===== config.mk =====
export PLATFORM = sky130hd
export DESIGN_NAME = vairc_top
export DESIGN_NICKNAME = d
export VERILOG_FILES = /design/src/design/vairc_pkg.sv /design/src/design/vairc_top.sv
export SDC_FILE = /design/constraint.sdc
export NUM_CORES = 1
export LEC_CHECK = 0
export ABC_AREA = 0
export BUFFER_PORTS_ARGS = -buffer_cell sky130_fd_sc_hd__buf_2
export CORE_MARGIN = 1.5
export CORE_UTILIZATION = 48
export CTS_BUF_LIST = sky130_fd_sc_hd__clkbuf_4
export DETAILED_ROUTE_END_ITERATION = 8
export GPL_TIMING_DRIVEN = 0
export MAX_ROUTING_LAYER = met4
export PLACE_DENSITY = 0.78
export SLEW_MARGIN = 5
export SYNTH_ARGS = -nofsm -noshare
export SYNTH_HDL_FRONTEND = slang
export SYNTH_SLANG_ARGS = --single-unit

===== constraint.sdc =====
create_clock -name clk -period 2.4 [get_ports clk]
set_input_delay 0.48 -clock clk [delete_from_list [all_inputs] [get_ports clk]]
set_output_delay 0.48 -clock clk [all_outputs]
set_load 0.01 [all_outputs]

===== src/design/vairc_pkg.sv =====
// Package for the video input route control block: register map, field
// positions, selector codes and processing-mode codes.
// Assumes one APB slave with 32-bit data and byte addressing.
package vairc_pkg;
    // Printed offsets are not all multiples of four: they are indices
    localparam logic [7:0]  VAIRC_IDX_CONV01     = 8'hC3; // Converters 0 and 1 selectors
    localparam logic [7:0]  VAIRC_IDX_CONV2_MAN  = 8'hC4; // Converter 2 selector, manual enable
    localparam logic [7:0]  VAIRC_IDX_CONV3      = 8'hF3; // Converter 3 selector
    localparam logic [7:0]  VAIRC_IDX_MODE       = 8'hF4; // Processing mode fields
    localparam logic [7:0]  VAIRC_IDX_STATUS     = 8'hF5; // Live connection status
    localparam int          VAIRC_ADDR_W         = 12;    // APB byte address width
    // Field positions
    localparam int          VAIRC_LO_SEL_LSB     = 0;     // Low selector nibble
    localparam int          VAIRC_HI_SEL_LSB     = 4;     // High selector nibble
    localparam int          VAIRC_MAN_EN_BIT     = 7;     // Manual route enable
    localparam int          VAIRC_INSEL_LSB      = 0;     // Input select code
    localparam int          VAIRC_SDFMT_LSB      = 4;     // SD input format
    localparam int          VAIRC_PRIM_LSB       = 8;     // Primary mode
    localparam int          VAIRC_VSTD_LSB       = 12;    // Video standard
    // Reset values
    localparam logic [7:0]  VAIRC_RST_BYTE       = 8'h00;
    localparam logic [15:0] VAIRC_RST_MODE       = 16'h0000;
    // Analog input numbers; zero means no connection
    localparam logic [3:0]  VAIRC_AIN_NONE       = 4'h0;
    // Selector codes
    localparam logic [3:0]  VAIRC_SEL_AIN2       = 4'h1;
    localparam logic [3:0]  VAIRC_SEL_AIN3       = 4'h2;
    localparam logic [3:0]  VAIRC_SEL_AIN5       = 4'h3;
    localparam logic [3:0]  VAIRC_SEL_AIN6       = 4'h4;
    localparam logic [3:0]  VAIRC_SEL_AIN8       = 4'h5;
    localparam logic [3:0]  VAIRC_SEL_AIN10      = 4'h6;
    localparam logic [3:0]  VAIRC_SEL_AIN1       = 4'h9;
    localparam logic [3:0]  VAIRC_SEL_AIN4       = 4'hB;
    localparam logic [3:0]  VAIRC_SEL_AIN7       = 4'hD;
    localparam logic [3:0]  VAIRC_SEL_AIN9       = 4'hE;
    // Video standard codes that steer data to the component processor
    localparam logic [3:0]  VAIRC_VSTD_COMP_YUV  = 4'hA;
    localparam logic [3:0]  VAIRC_VSTD_GRAPHICS  = 4'hC;
endpackage


===== src/design/vairc_top.sv =====
// Video input route control: APB registers driving the analog switch
// selection of four converters plus processing-mode fields.
// Assumes a synchronous APB master on clk; no pins cross domains.
`timescale 1ns/1ps
`default_nettype none
module vairc_top
    import vairc_pkg::*;
(
    // Clock and reset
    input  wire logic                    clk,
    input  wire logic                    sys_rst,
    // APB slave
    input  wire logic                    psel,
    input  wire logic                    penable,
    input  wire logic                    pwrite,
    input  wire logic [VAIRC_ADDR_W-1:0] paddr,
    input  wire logic [31:0]             pwdata,
    output logic      [31:0]             prdata,
    output logic                         pready,
    output logic                         pslverr,
    // Analog switch selection, one-hot per converter, bit n = input n+1
    output logic      [9:0]              conv0_switch,
    output logic      [9:0]              conv1_switch,
    output logic      [9:0]              conv2_switch,
    output logic      [9:0]              conv3_switch,
    // Processing-mode fields for downstream processors
    output logic      [3:0]              input_select_code,
    output logic      [1:0]              sd_input_format_sel,
    output logic      [3:0]              primary_mode_code,
    output logic      [3:0]              video_standard_code,
    output logic                         component_processor_sel
);
    import vairc_pkg::*;

    // Register state
    logic [7:0]  reg_conv01;        // Converter 0/1 selectors
    logic [7:0]  reg_conv2_man;     // Converter 2 selector and manual enable
    logic [7:0]  reg_conv3;         // Converter 3 selector
    logic [15:0] reg_mode;          // Mode fields
    // Next values of the register state
    logic [7:0]  next_reg_conv01;
    logic [7:0]  next_reg_conv2_man;
    logic [7:0]  next_reg_conv3;
    logic [15:0] next_reg_mode;
    // Read data and error flag prepared in the setup cycle
    logic [31:0] next_prdata;
    logic [39:0] next_switches;
    logic [39:0] switches;      // Registered switch outputs
    logic        next_err;
    logic        err;

    // Byte address of a register index
    // Index times four, zero-extended to the bus width
    function automatic logic [VAIRC_ADDR_W-1:0] reg_addr(input logic [7:0] idx);
        reg_addr = {{(VAIRC_ADDR_W-10){1'b0}}, idx, 2'b00};
    endfunction

    // One-hot switch vector for analog input number n (1..10), zero for none
    function automatic logic [9:0] ain_onehot(input logic [3:0] n);
        ain_onehot = (n == VAIRC_AIN_NONE) ? 10'h000 : 10'(10'h001 << (n - 4'h1));
    endfunction

    // Selector decode; each converter honours only its wired subset
    function automatic logic [3:0] decode_sel(input logic [1:0] conv, input logic [3:0] code);
        logic [3:0] ain;
        ain = VAIRC_AIN_NONE;
        case (code)
            VAIRC_SEL_AIN2:  ain = (conv == 2'd0) ? 4'd2 : VAIRC_AIN_NONE;
            VAIRC_SEL_AIN3:  ain = (conv == 2'd0 || conv == 2'd2) ? 4'd3 : VAIRC_AIN_NONE;
            VAIRC_SEL_AIN5:  ain = (conv <= 2'd1) ? 4'd5 : VAIRC_AIN_NONE;
            VAIRC_SEL_AIN6:  ain = 4'd6;
            VAIRC_SEL_AIN8:  ain = (conv != 2'd3) ? 4'd8 : VAIRC_AIN_NONE;
            VAIRC_SEL_AIN10: ain = (conv != 2'd3) ? 4'd10 : VAIRC_AIN_NONE;
            VAIRC_SEL_AIN1:  ain = (conv == 2'd0 || conv == 2'd3) ? 4'd1 : VAIRC_AIN_NONE;
            VAIRC_SEL_AIN4:  ain = (conv <= 2'd1) ? 4'd4 : VAIRC_AIN_NONE;
            VAIRC_SEL_AIN7:  ain = (conv != 2'd3) ? 4'd7 : VAIRC_AIN_NONE;
            VAIRC_SEL_AIN9:  ain = (conv != 2'd3) ? 4'd9 : VAIRC_AIN_NONE;
            default:         ain = VAIRC_AIN_NONE;
        endcase
        decode_sel = ain;
    endfunction

    // Register writes, read mux and switch decode
    // Read data is latched in the setup cycle so prdata comes from a flop
    // and stands unchanged through the whole access phase.
    always_comb begin
        // Hold every register unless a write hits it
        next_reg_conv01    = reg_conv01;
        next_reg_conv2_man = reg_conv2_man;
        next_reg_conv3     = reg_conv3;
        next_reg_mode      = reg_mode;
        // Idle bus reads back zero
        next_prdata        = 32'h0000_0000;
        next_err           = 1'b0;
        if (psel && !penable) begin
            // Setup phase: decode and prepare answer for the access cycle
            if (paddr == reg_addr(VAIRC_IDX_CONV01)) begin
                // Converter 0 and 1 selectors
                next_prdata = {24'h000000, reg_conv01};
            end else if (paddr == reg_addr(VAIRC_IDX_CONV2_MAN)) begin
                // Converter 2 selector and manual enable
                next_prdata = {24'h000000, reg_conv2_man};
            end else if (paddr == reg_addr(VAIRC_IDX_CONV3)) begin
                // Converter 3 selector, low nibble reads zero
                next_prdata = {24'h000000, reg_conv3};
            end else if (paddr == reg_addr(VAIRC_IDX_MODE)) begin
                // Processing-mode fields
                next_prdata = {16'h0000, reg_mode};
            end else if (paddr == reg_addr(VAIRC_IDX_STATUS)) begin
                // Live status: every input closed on any converter
                next_prdata = {22'h000000, switches[9:0] | switches[19:10]
                               | switches[29:20] | switches[39:30]};
            end else begin
                next_err = 1'b1;                                             // Unmapped
            end
            // Writes return no data
            if (pwrite) begin
                next_prdata = 32'h0000_0000;
            end
        end
        if (psel && penable && pwrite) begin
            // Access phase: writes land here; unmapped writes are dropped
            if (paddr == reg_addr(VAIRC_IDX_CONV01)) begin
                // Both selector nibbles at once
                next_reg_conv01 = pwdata[7:0];
            end else if (paddr == reg_addr(VAIRC_IDX_CONV2_MAN)) begin
                // Selector plus manual enable in bit 7
                next_reg_conv2_man = pwdata[7:0];
            end else if (paddr == reg_addr(VAIRC_IDX_CONV3)) begin
                // Only the high nibble is implemented
                next_reg_conv3 = pwdata[7:0] & 8'hF0;
            end else if (paddr == reg_addr(VAIRC_IDX_MODE)) begin
                // Mode fields for the downstream processors
                next_reg_mode = pwdata[15:0];
            end
        end
        // Switches close only under manual enable; with it clear every
        // converter is left floating rather than on a stale route.
        next_switches = 40'h00_0000_0000;
        if (reg_conv2_man[VAIRC_MAN_EN_BIT]) begin
            // Converter 0 from the low nibble of the first byte
            next_switches[9:0]   = ain_onehot(decode_sel(2'd0,
                                   reg_conv01[VAIRC_LO_SEL_LSB +: 4]));
            // Converter 1 from the high nibble of the first byte
            next_switches[19:10] = ain_onehot(decode_sel(2'd1,
                                   reg_conv01[VAIRC_HI_SEL_LSB +: 4]));
            // Converter 2 from the low nibble of the enable byte
            next_switches[29:20] = ain_onehot(decode_sel(2'd2,
                                   reg_conv2_man[VAIRC_LO_SEL_LSB +: 4]));
            // Converter 3 from the high nibble of its own byte
            next_switches[39:30] = ain_onehot(decode_sel(2'd3,
                                   reg_conv3[VAIRC_HI_SEL_LSB +: 4]));
        end
    end

    // State registers
    // Switches lag the register write by one edge; the analog front end
    // sees a single clean change per write.
    always_ff @(posedge clk) begin
        if (sys_rst) begin
            // Everything open and cleared
            reg_conv01    <= VAIRC_RST_BYTE;
            reg_conv2_man <= VAIRC_RST_BYTE;
            reg_conv3     <= VAIRC_RST_BYTE;
            reg_mode      <= VAIRC_RST_MODE;
            prdata        <= 32'h0000_0000;
            err           <= 1'b0;
            switches      <= 40'h00_0000_0000;
        end else begin
            reg_conv01    <= next_reg_conv01;
            reg_conv2_man <= next_reg_conv2_man;
            reg_conv3     <= next_reg_conv3;
            reg_mode      <= next_reg_mode;
            // Answer held through the access phase
            prdata   <= (psel && penable) ? prdata : next_prdata;
            err      <= (psel && penable) ? err : next_err;
            switches <= next_switches;
        end
    end

    // APB answers in the first access cycle
    assign pready  = 1'b1;
    assign pslverr = psel && penable && err;

    // Outputs towards the analog front end and processors
    assign conv0_switch        = switches[9:0];
    assign conv1_switch        = switches[19:10];
    assign conv2_switch        = switches[29:20];
    assign conv3_switch        = switches[39:30];
    assign input_select_code   = reg_mode[VAIRC_INSEL_LSB +: 4];
    assign sd_input_format_sel = reg_mode[VAIRC_SDFMT_LSB +: 2];
    assign primary_mode_code   = reg_mode[VAIRC_PRIM_LSB +: 4];
    assign video_standard_code = reg_mode[VAIRC_VSTD_LSB +: 4];
    // Component standards route data to the component processor
    assign component_processor_sel = (video_standard_code == VAIRC_VSTD_COMP_YUV)
                                   || (video_standard_code == VAIRC_VSTD_GRAPHICS);
endmodule
`default_nettype wire


==> reports/metrics.cfg, run 1 <==
[synthesis]
ys_seq_area_frac = 0.466
syn-cell-area_um2 = 4590
synth_seq_cells = 107
synth-main-ff-cell = dfxtp_1
synth_top_family_by_area = simple AND/OR/NAND/NOR gates
synth_xor_area_frac = 0.00191
synth_warnings = 0
synthMuxAreaShare = 0.0373
synth_cell_types = 56
synth-compound-area-share = 0.140
synthAdderAreaFrac = 0.0327
synth_edf_count = 0
synth_simple_gate_area_share = 0.242
avgSynthCellArea_um2 = 8.67
synthCells = 530
async_reset_ff_frac = 0

[routing]
routed_wirelength_um = 12500
top_layer = met4
drc = 0
post_drt_wl_per_cell_um = 15.6
dr.first_iter.drc_count = 291
dr.pass1.iters = 5
wirelength_met1_um = 5460
met3_wirelength_um = 840
via_per_inst = 5.33
routed-via-count = 4282
drtAntennaViolNets = 0
wl_met2_um = 6100

[final_layout]
mostFrequentLayoutCells = 107 x dfxtp_1, 105 x buf_2, 85 x nand2_1, 53 x a21oi_1, 48 x nor2_1
multiInputGateArea_um2 = 2200
area_growth_pct = 20.9
seq_area_um2 = 2140
fill_cells = 848
antennaDiodeCount = 0
final_common_cell = dfxtp_1
fin_nets = 730
layout-drive-gt1-share = 0.261

[power_and_ir_drop]
net-switching-power_uw = 804
max-vdd-ir-drop_v = 0.000259
p_comb_frac = 0.062
internal_power_mw = 2.10
power_density_nw_per_um2 = 523
p_seq_frac = 0.615
power.share.switching = 0.277
leakage_nw = 2.42
clkPwrFrac = 0.322

[worst_hold_path]
min_from = pwdata[12]
min_path_type = in2reg

[flow_run]
drv_cap = 0

[sta]
finalMaxSlewViolations = 0
fin_crit_ns = 2.33
relSlewSlack = 0.370
layout_setup_ws_ns = 0.0684
max_slew.worst_pin.slew_ns = 0.938
rsz0062_at_grt = yes
timing.final.crit_share = 0.971
fmax_mhz = 429
fin_skew_ns = 0.0216
hold_viol = 0
fin_hold_ws_ns = 0.206
final-setup-viol-count = 0

[clocking]
tritoncts.num_buffers = 9
holdBufCountCts = 0
cts_tree = built
cts-root-buf = clkbuf_4
clkTransAtPathRegs_ns = 0.19
htree_levels = 3
clk-insertion-delay-late_ns = 0.48
clockBufferDepth = 2
cts.sinks = 107

[placed_design]
hpwl_um = 9690
dp_slack_ns = -0.587
gp_congestion = 0.931
port_buffers = 104

[grt]
first_global_vias = 4036
grt_max_degree = 22
grt_pass1_wl_um = 19800
grt_usage = 0.261
antenna_found_initial = 0
grt_overflow = 0

[floorplan]
core_region_area_um2 = 9240
chipHeight_um = 101
start_util = 0.497
die_x_um = 101
num_io_pins = 138
rows = 35
die_area_um2 = 10200

[setup_path]
critPathKind = in2reg
cp_data_required_time_ns = 2.76
rr_startpoint = reg_conv01[1]
end_kind = flop
path_buf_inv = 2
cp-start-kind = primary input
cp.arrival_ns = 2.69
path_cells = buf_2 > and4bb_2 > nand4_2 > nor2_4 > nand2_1 > a21oi_1 > inv_1 > ha_1 > a2111oi_1 > mux2i_1
cp-startpoint = paddr[1]
cp_top_family = simple AND/OR/NAND/NOR gates
slowest_stage = a2111oi_1
cp_max_fo = 6
crit_path_max_incr_delay_ns = 0.41
reg2reg_setup_slack_ns = 0.69

[status]
status = complete, no violations

## synth_stat cells, types with 4 or more instances
master | n | area share
a21oi_1 | 55 | 0.060
a221o_1 | 6 | 0.013
a22oi_1 | 6 | 0.0098
and3_1 | 4 | 0.0054
buf_4 | 34 | 0.056
clkbuf_1 | 14 | 0.011
dfxtp_1 | 107 | 0.47
ha_1 | 12 | 0.033
inv_1 | 10 | 0.0082
mux2i_1 | 12 | 0.026
nand2_1 | 85 | 0.069
nand2b_1 | 14 | 0.019
nand3_1 | 7 | 0.0076
nand3b_1 | 4 | 0.0065
nor2_1 | 49 | 0.040
nor2b_1 | 5 | 0.0068
nor3_1 | 14 | 0.015
nor4_1 | 22 | 0.030
o211ai_1 | 6 | 0.0098
o21a_1 | 4 | 0.0065
o21ai_0 | 9 | 0.0098
o221ai_1 | 4 | 0.0076
## metal layers
metal  up-vias  GRT usage
li1       2074          -
met1      2004      0.328
met2       192      0.426
met3        12     0.0506
met4         0     0.0834
met5         -          -
## kinds of logic (layout without fill, tap and decap cells)
group           Yosys count  in the layout
other cells               2             24
buf+inv                  61            183
simple gates            228            228
fa+ha+maj                12             12
flops                   107            107
mux                      16             16
xor+xnor                  1              1
compound gates          103            103
## path summary, 6_finish.rpt
kind                                     end  cells after the start
worst max-delay path                    flop                     10
worst min-delay path            reg_mode[12]                      3
worst max register to register          flop                      6
worst min register to register  switches[30]                      1
## power groups by stage
| stage | combinational (mW) | sequential, mW | clock [mW] |
|---|---|---|---|
| floorplan | 0.0966 | 1.83 | 0 |
| global placement | 0.174 | 1.83 | 0 |
| detailed placement | 0.175 | 1.83 | 0 |
| CTS | 0.175 | 1.79 | 0.938 |
| global route | 0.199 | 1.79 | 1.02 |
| finish | 0.181 | 1.79 | 0.936 |
## through the flow
step | cells | power (mW) | util | setup TNS (ns) | area [um^2]
5_1_grt | 803 | 3.01 | 0.601 | -0.110 | 5550
6_report | 803 | 2.91 | 0.601 | 0 | 5550
3_5_place_dp | 785 | 2.00 | 0.582 | -7.67 | 5370
4_1_cts | 803 | 2.90 | 0.600 | 0 | 5540
3_3_place_gp | 785 | 2.00 | 0.582 | -6.28 | 5370
2_1_floorplan | 552 | 1.93 | - | -0.0302 | 4690
## tightest hold or removal path, delay by kind of cell
| family | cells | cell delay [ns] |
|---|---|---|
| simple gates | 1 | 0.04 |
| compound gates | 1 | 0.05 |
| buf+inv | 1 | 0.10 |
## layout make-up
class                      count  area share
buffer                        50      0.0577
sequential                   107       0.386
clock inverter                 7      0.0153
clock buffer                   9      0.0122
inverter                      11     0.00743
tap                          129      0.0291
multi-input combinational    384       0.396
timing repair buffer         106      0.0964
## what timing repair did
| item | CTS | global route |
|---|---|---|
| setup buffers | 2 | 0 |
| setup endpoints to repair | 1 | 11 |
| gates resized for setup | 0 | 2 |
| pin swaps | 2 | 0 |
| gates cloned | 0 | 0 |
Note: power is estimated with default switching activity, not from simulation.
==> inputs of run 2 (changes only) <==
CORE_MARGIN = 2   (was 1.5)
==> run 2 against run 1 <==
Global-route usage decreased by 0.62 points. Sequential share of layout area is 0.28 points lower. Final area increased by 0.74%. Cell count is 0.12% higher. Core utilization rose by 0.16 points. Maximum frequency is 0.81% higher. Total power shrank 0.44%. Via count grew 1.4%. Critical path depth fell by 3.
==> reports/metrics.cfg, run 2 (synthesis gave the netlist of run 1 again) <==
[grt]
grt_usage = 0.255  ; -0.00621
antenna_found_initial = 0  ; unchanged
grt_pass1_wl_um = 19800  ; +0.14%
first_global_vias = 4039  ; +0.074%
grt_util_met2 = 0.412  ; -0.0137
grt.met1_usage = 0.319  ; -0.00851
grt_max_degree = 22  ; unchanged
grtUsageMet3 = 0.0616  ; +0.0109
top_usage_layer = met2
grt_overflow = 0  ; unchanged

[worst_hold_path]
min_path_type = in2reg

[floorplan]
start_util = 0.495  ; -0.00234
die_x_um = 102  ; +0.99%
num_io_pins = 138  ; unchanged
core_region_area_um2 = 9280  ; +0.47%
chipHeight_um = 102  ; +0.99%
die_area_um2 = 10400  ; +2.0%
rows = 35  ; unchanged

[routing]
post_drt_wl_per_cell_um = 15.6  ; +0.19%
via_per_inst = 5.40  ; +1.2%
dr.first_iter.drc_count = 337  ; +16%
drc = 0  ; unchanged
routed-via-count = 4340  ; +1.4%
dr.pass1.iters = 5  ; unchanged
routed_wirelength_um = 12600  ; +0.32%
drtAntennaViolNets = 0  ; unchanged

[placed_design]
placed_area_um2 = 5370  ; unchanged
dp_slack_ns = -0.546  ; +0.0413 ns
hpwl_um = 9770  ; +0.90%
port_buffers = 104  ; unchanged
gp_congestion = 0.971  ; +4.3%

[power_and_ir_drop]
max-vdd-ir-drop_v = 0.000340  ; +32%
power_density_nw_per_um2 = 517  ; -1.2%
totalPowerFinal_mw = 2.89  ; -0.44%
leakage_nw = 2.43  ; +0.52%

[sta]
finalMaxSlewViolations = 0  ; unchanged
relSlewSlack = 0.306  ; -0.0636
hold_viol = 0  ; unchanged
final-setup-viol-count = 0  ; unchanged
timing.final.crit_share = 0.964  ; -0.00777
fmax_mhz = 432  ; +0.81%
rsz0062_at_grt = no
fin_skew_ns = 0.0193  ; -0.00230 ns
max_slew.worst_pin.slew_ns = 1.03  ; +0.0947 ns
layout_setup_ws_ns = 0.0871  ; +0.0186 ns
fin_crit_ns = 2.31  ; -0.0186 ns

[setup_path]
cp_max_fo = 10  ; +4
crit_path_max_incr_delay_ns = 0.85  ; +0.44 ns
cp_top_family = simple AND/OR/NAND/NOR gates
slowest_stage = nor3_1
cp.arrival_ns = 2.72  ; +0.03 ns
end_kind = flop
path_buf_inv = 2  ; unchanged
cp-start-kind = primary input
critPathKind = in2reg
cp_data_required_time_ns = 2.80  ; +0.04 ns
path_cells = buf_2 > and4bb_4 > nand4_1 > nor3_1 > clkbuf_1 > nand2_1 > a21oi_1

[clocking]
cts.sinks = 107  ; unchanged
clockBufferDepth = 2  ; unchanged
tritoncts.num_buffers = 9  ; unchanged
cts-root-buf = clkbuf_4
clk-insertion-delay-late_ns = 0.48  ; about the same
cts_tree = built
htree_levels = 3  ; unchanged
clkTransAtPathRegs_ns = 0.17  ; -0.02 ns

[final_layout]
fin_nets = 731  ; +0.14%
final_cell_area_um2 = 5600  ; +0.74%
mostFrequentLayoutCells = 107 x dfxtp_1, 105 x buf_2, 85 x nand2_1, 53 x a21oi_1, 48 x nor2_1
antennaDiodeCount = 0  ; unchanged
area_growth_pct = 21.8
final_common_cell = dfxtp_1
layout-drive-gt1-share = 0.265  ; +0.00406

[status]
status = complete, no violations

[flow_run]
drv_cap = 0  ; unchanged

run 2: cell types whose count changed in the layout (fill, tap and decap cells not counted):
cell       previous run  this run
and4bb_2              1         0
buf_12                0         1
nand4_4               0         1
mux2i_2               1         2
mux2i_1              12        11
a2111oi_2             1         2
and4bb_4              0         1
a2111oi_1             1         0
nand4_2               2         1
run 2: through the flow:
stage / utilization / TNS (ns) / cells / hold slack (ns)
2_1_floorplan: - / -0.0302 / 552 / 0.402
3_3_place_gp: 0.579 / -6.75 / 785 / 0.418
3_5_place_dp: 0.579 / -8.70 / 785 / 0.415
4_1_cts: 0.598 / 0 / 803 / 0.222
5_1_grt: 0.603 / 0 / 804 / 0.195
6_report: 0.603 / 0 / 804 / 0.225
run 2: layout make-up:
type / instances / area (um^2)
fillers: 858 / 3690
multi-input cells: 384 / 2220
flip-flops and latches: 107 / 2140
repair buffers: 107 / 556
plain buffers: 50 / 320
well taps: 129 / 161
clock inverters: 7 / 85.1
clock buffers: 9 / 67.6
inverters: 11 / 41.3
run 2: worst register-to-register path, cell delays in order, from the launching register on:
cell	delay [ns]
dfxtp_1	0.40
nand2_1	0.08
a21oi_1	0.24
inv_1	0.11
ha_1	0.24
a2111oi_2	0.35
mux2i_1	0.13
run 2: final timing paths:
path                       from      endpoint  slack (ns)  cells past startpoint
setup / recovery       paddr[1]  reg_mode[12]        0.09                      7
hold / removal        pwdata[8]   reg_mode[8]        0.23                      3
setup reg to reg  reg_conv01[1]          flop        0.74                      6
hold reg to reg            flop  switches[30]        0.44                      1
run 2: report_power, final:
part | leakage, nW | switching [mW] | internal, mW
combinational | 1.49 | 0.118 | 0.0678
sequential | 0.864 | 0.00319 | 1.79
clock | 0.0765 | 0.670 | 0.250
total | 2.43 | 0.791 | 2.10
run 2: per-layer routing:
| metal | routed length (um) | up-vias | share of wire |
|---|---|---|---|
| met5 | 0 | - | 0 |
| met4 | 190 | 0 | 0.015 |
| met3 | 1080 | 23 | 0.086 |
| met2 | 6070 | 217 | 0.48 |
| met1 | 5210 | 2011 | 0.42 |
| li1 | - | 2089 | - |
run 2: what timing repair did:
item                                    4_1_cts  5_1_grt
pin swaps                                     1        2
gates resized for setup                       0        6
hold buffers                                  0        0
setup buffers                                 2        1
endpoints found under the setup margin        1       11
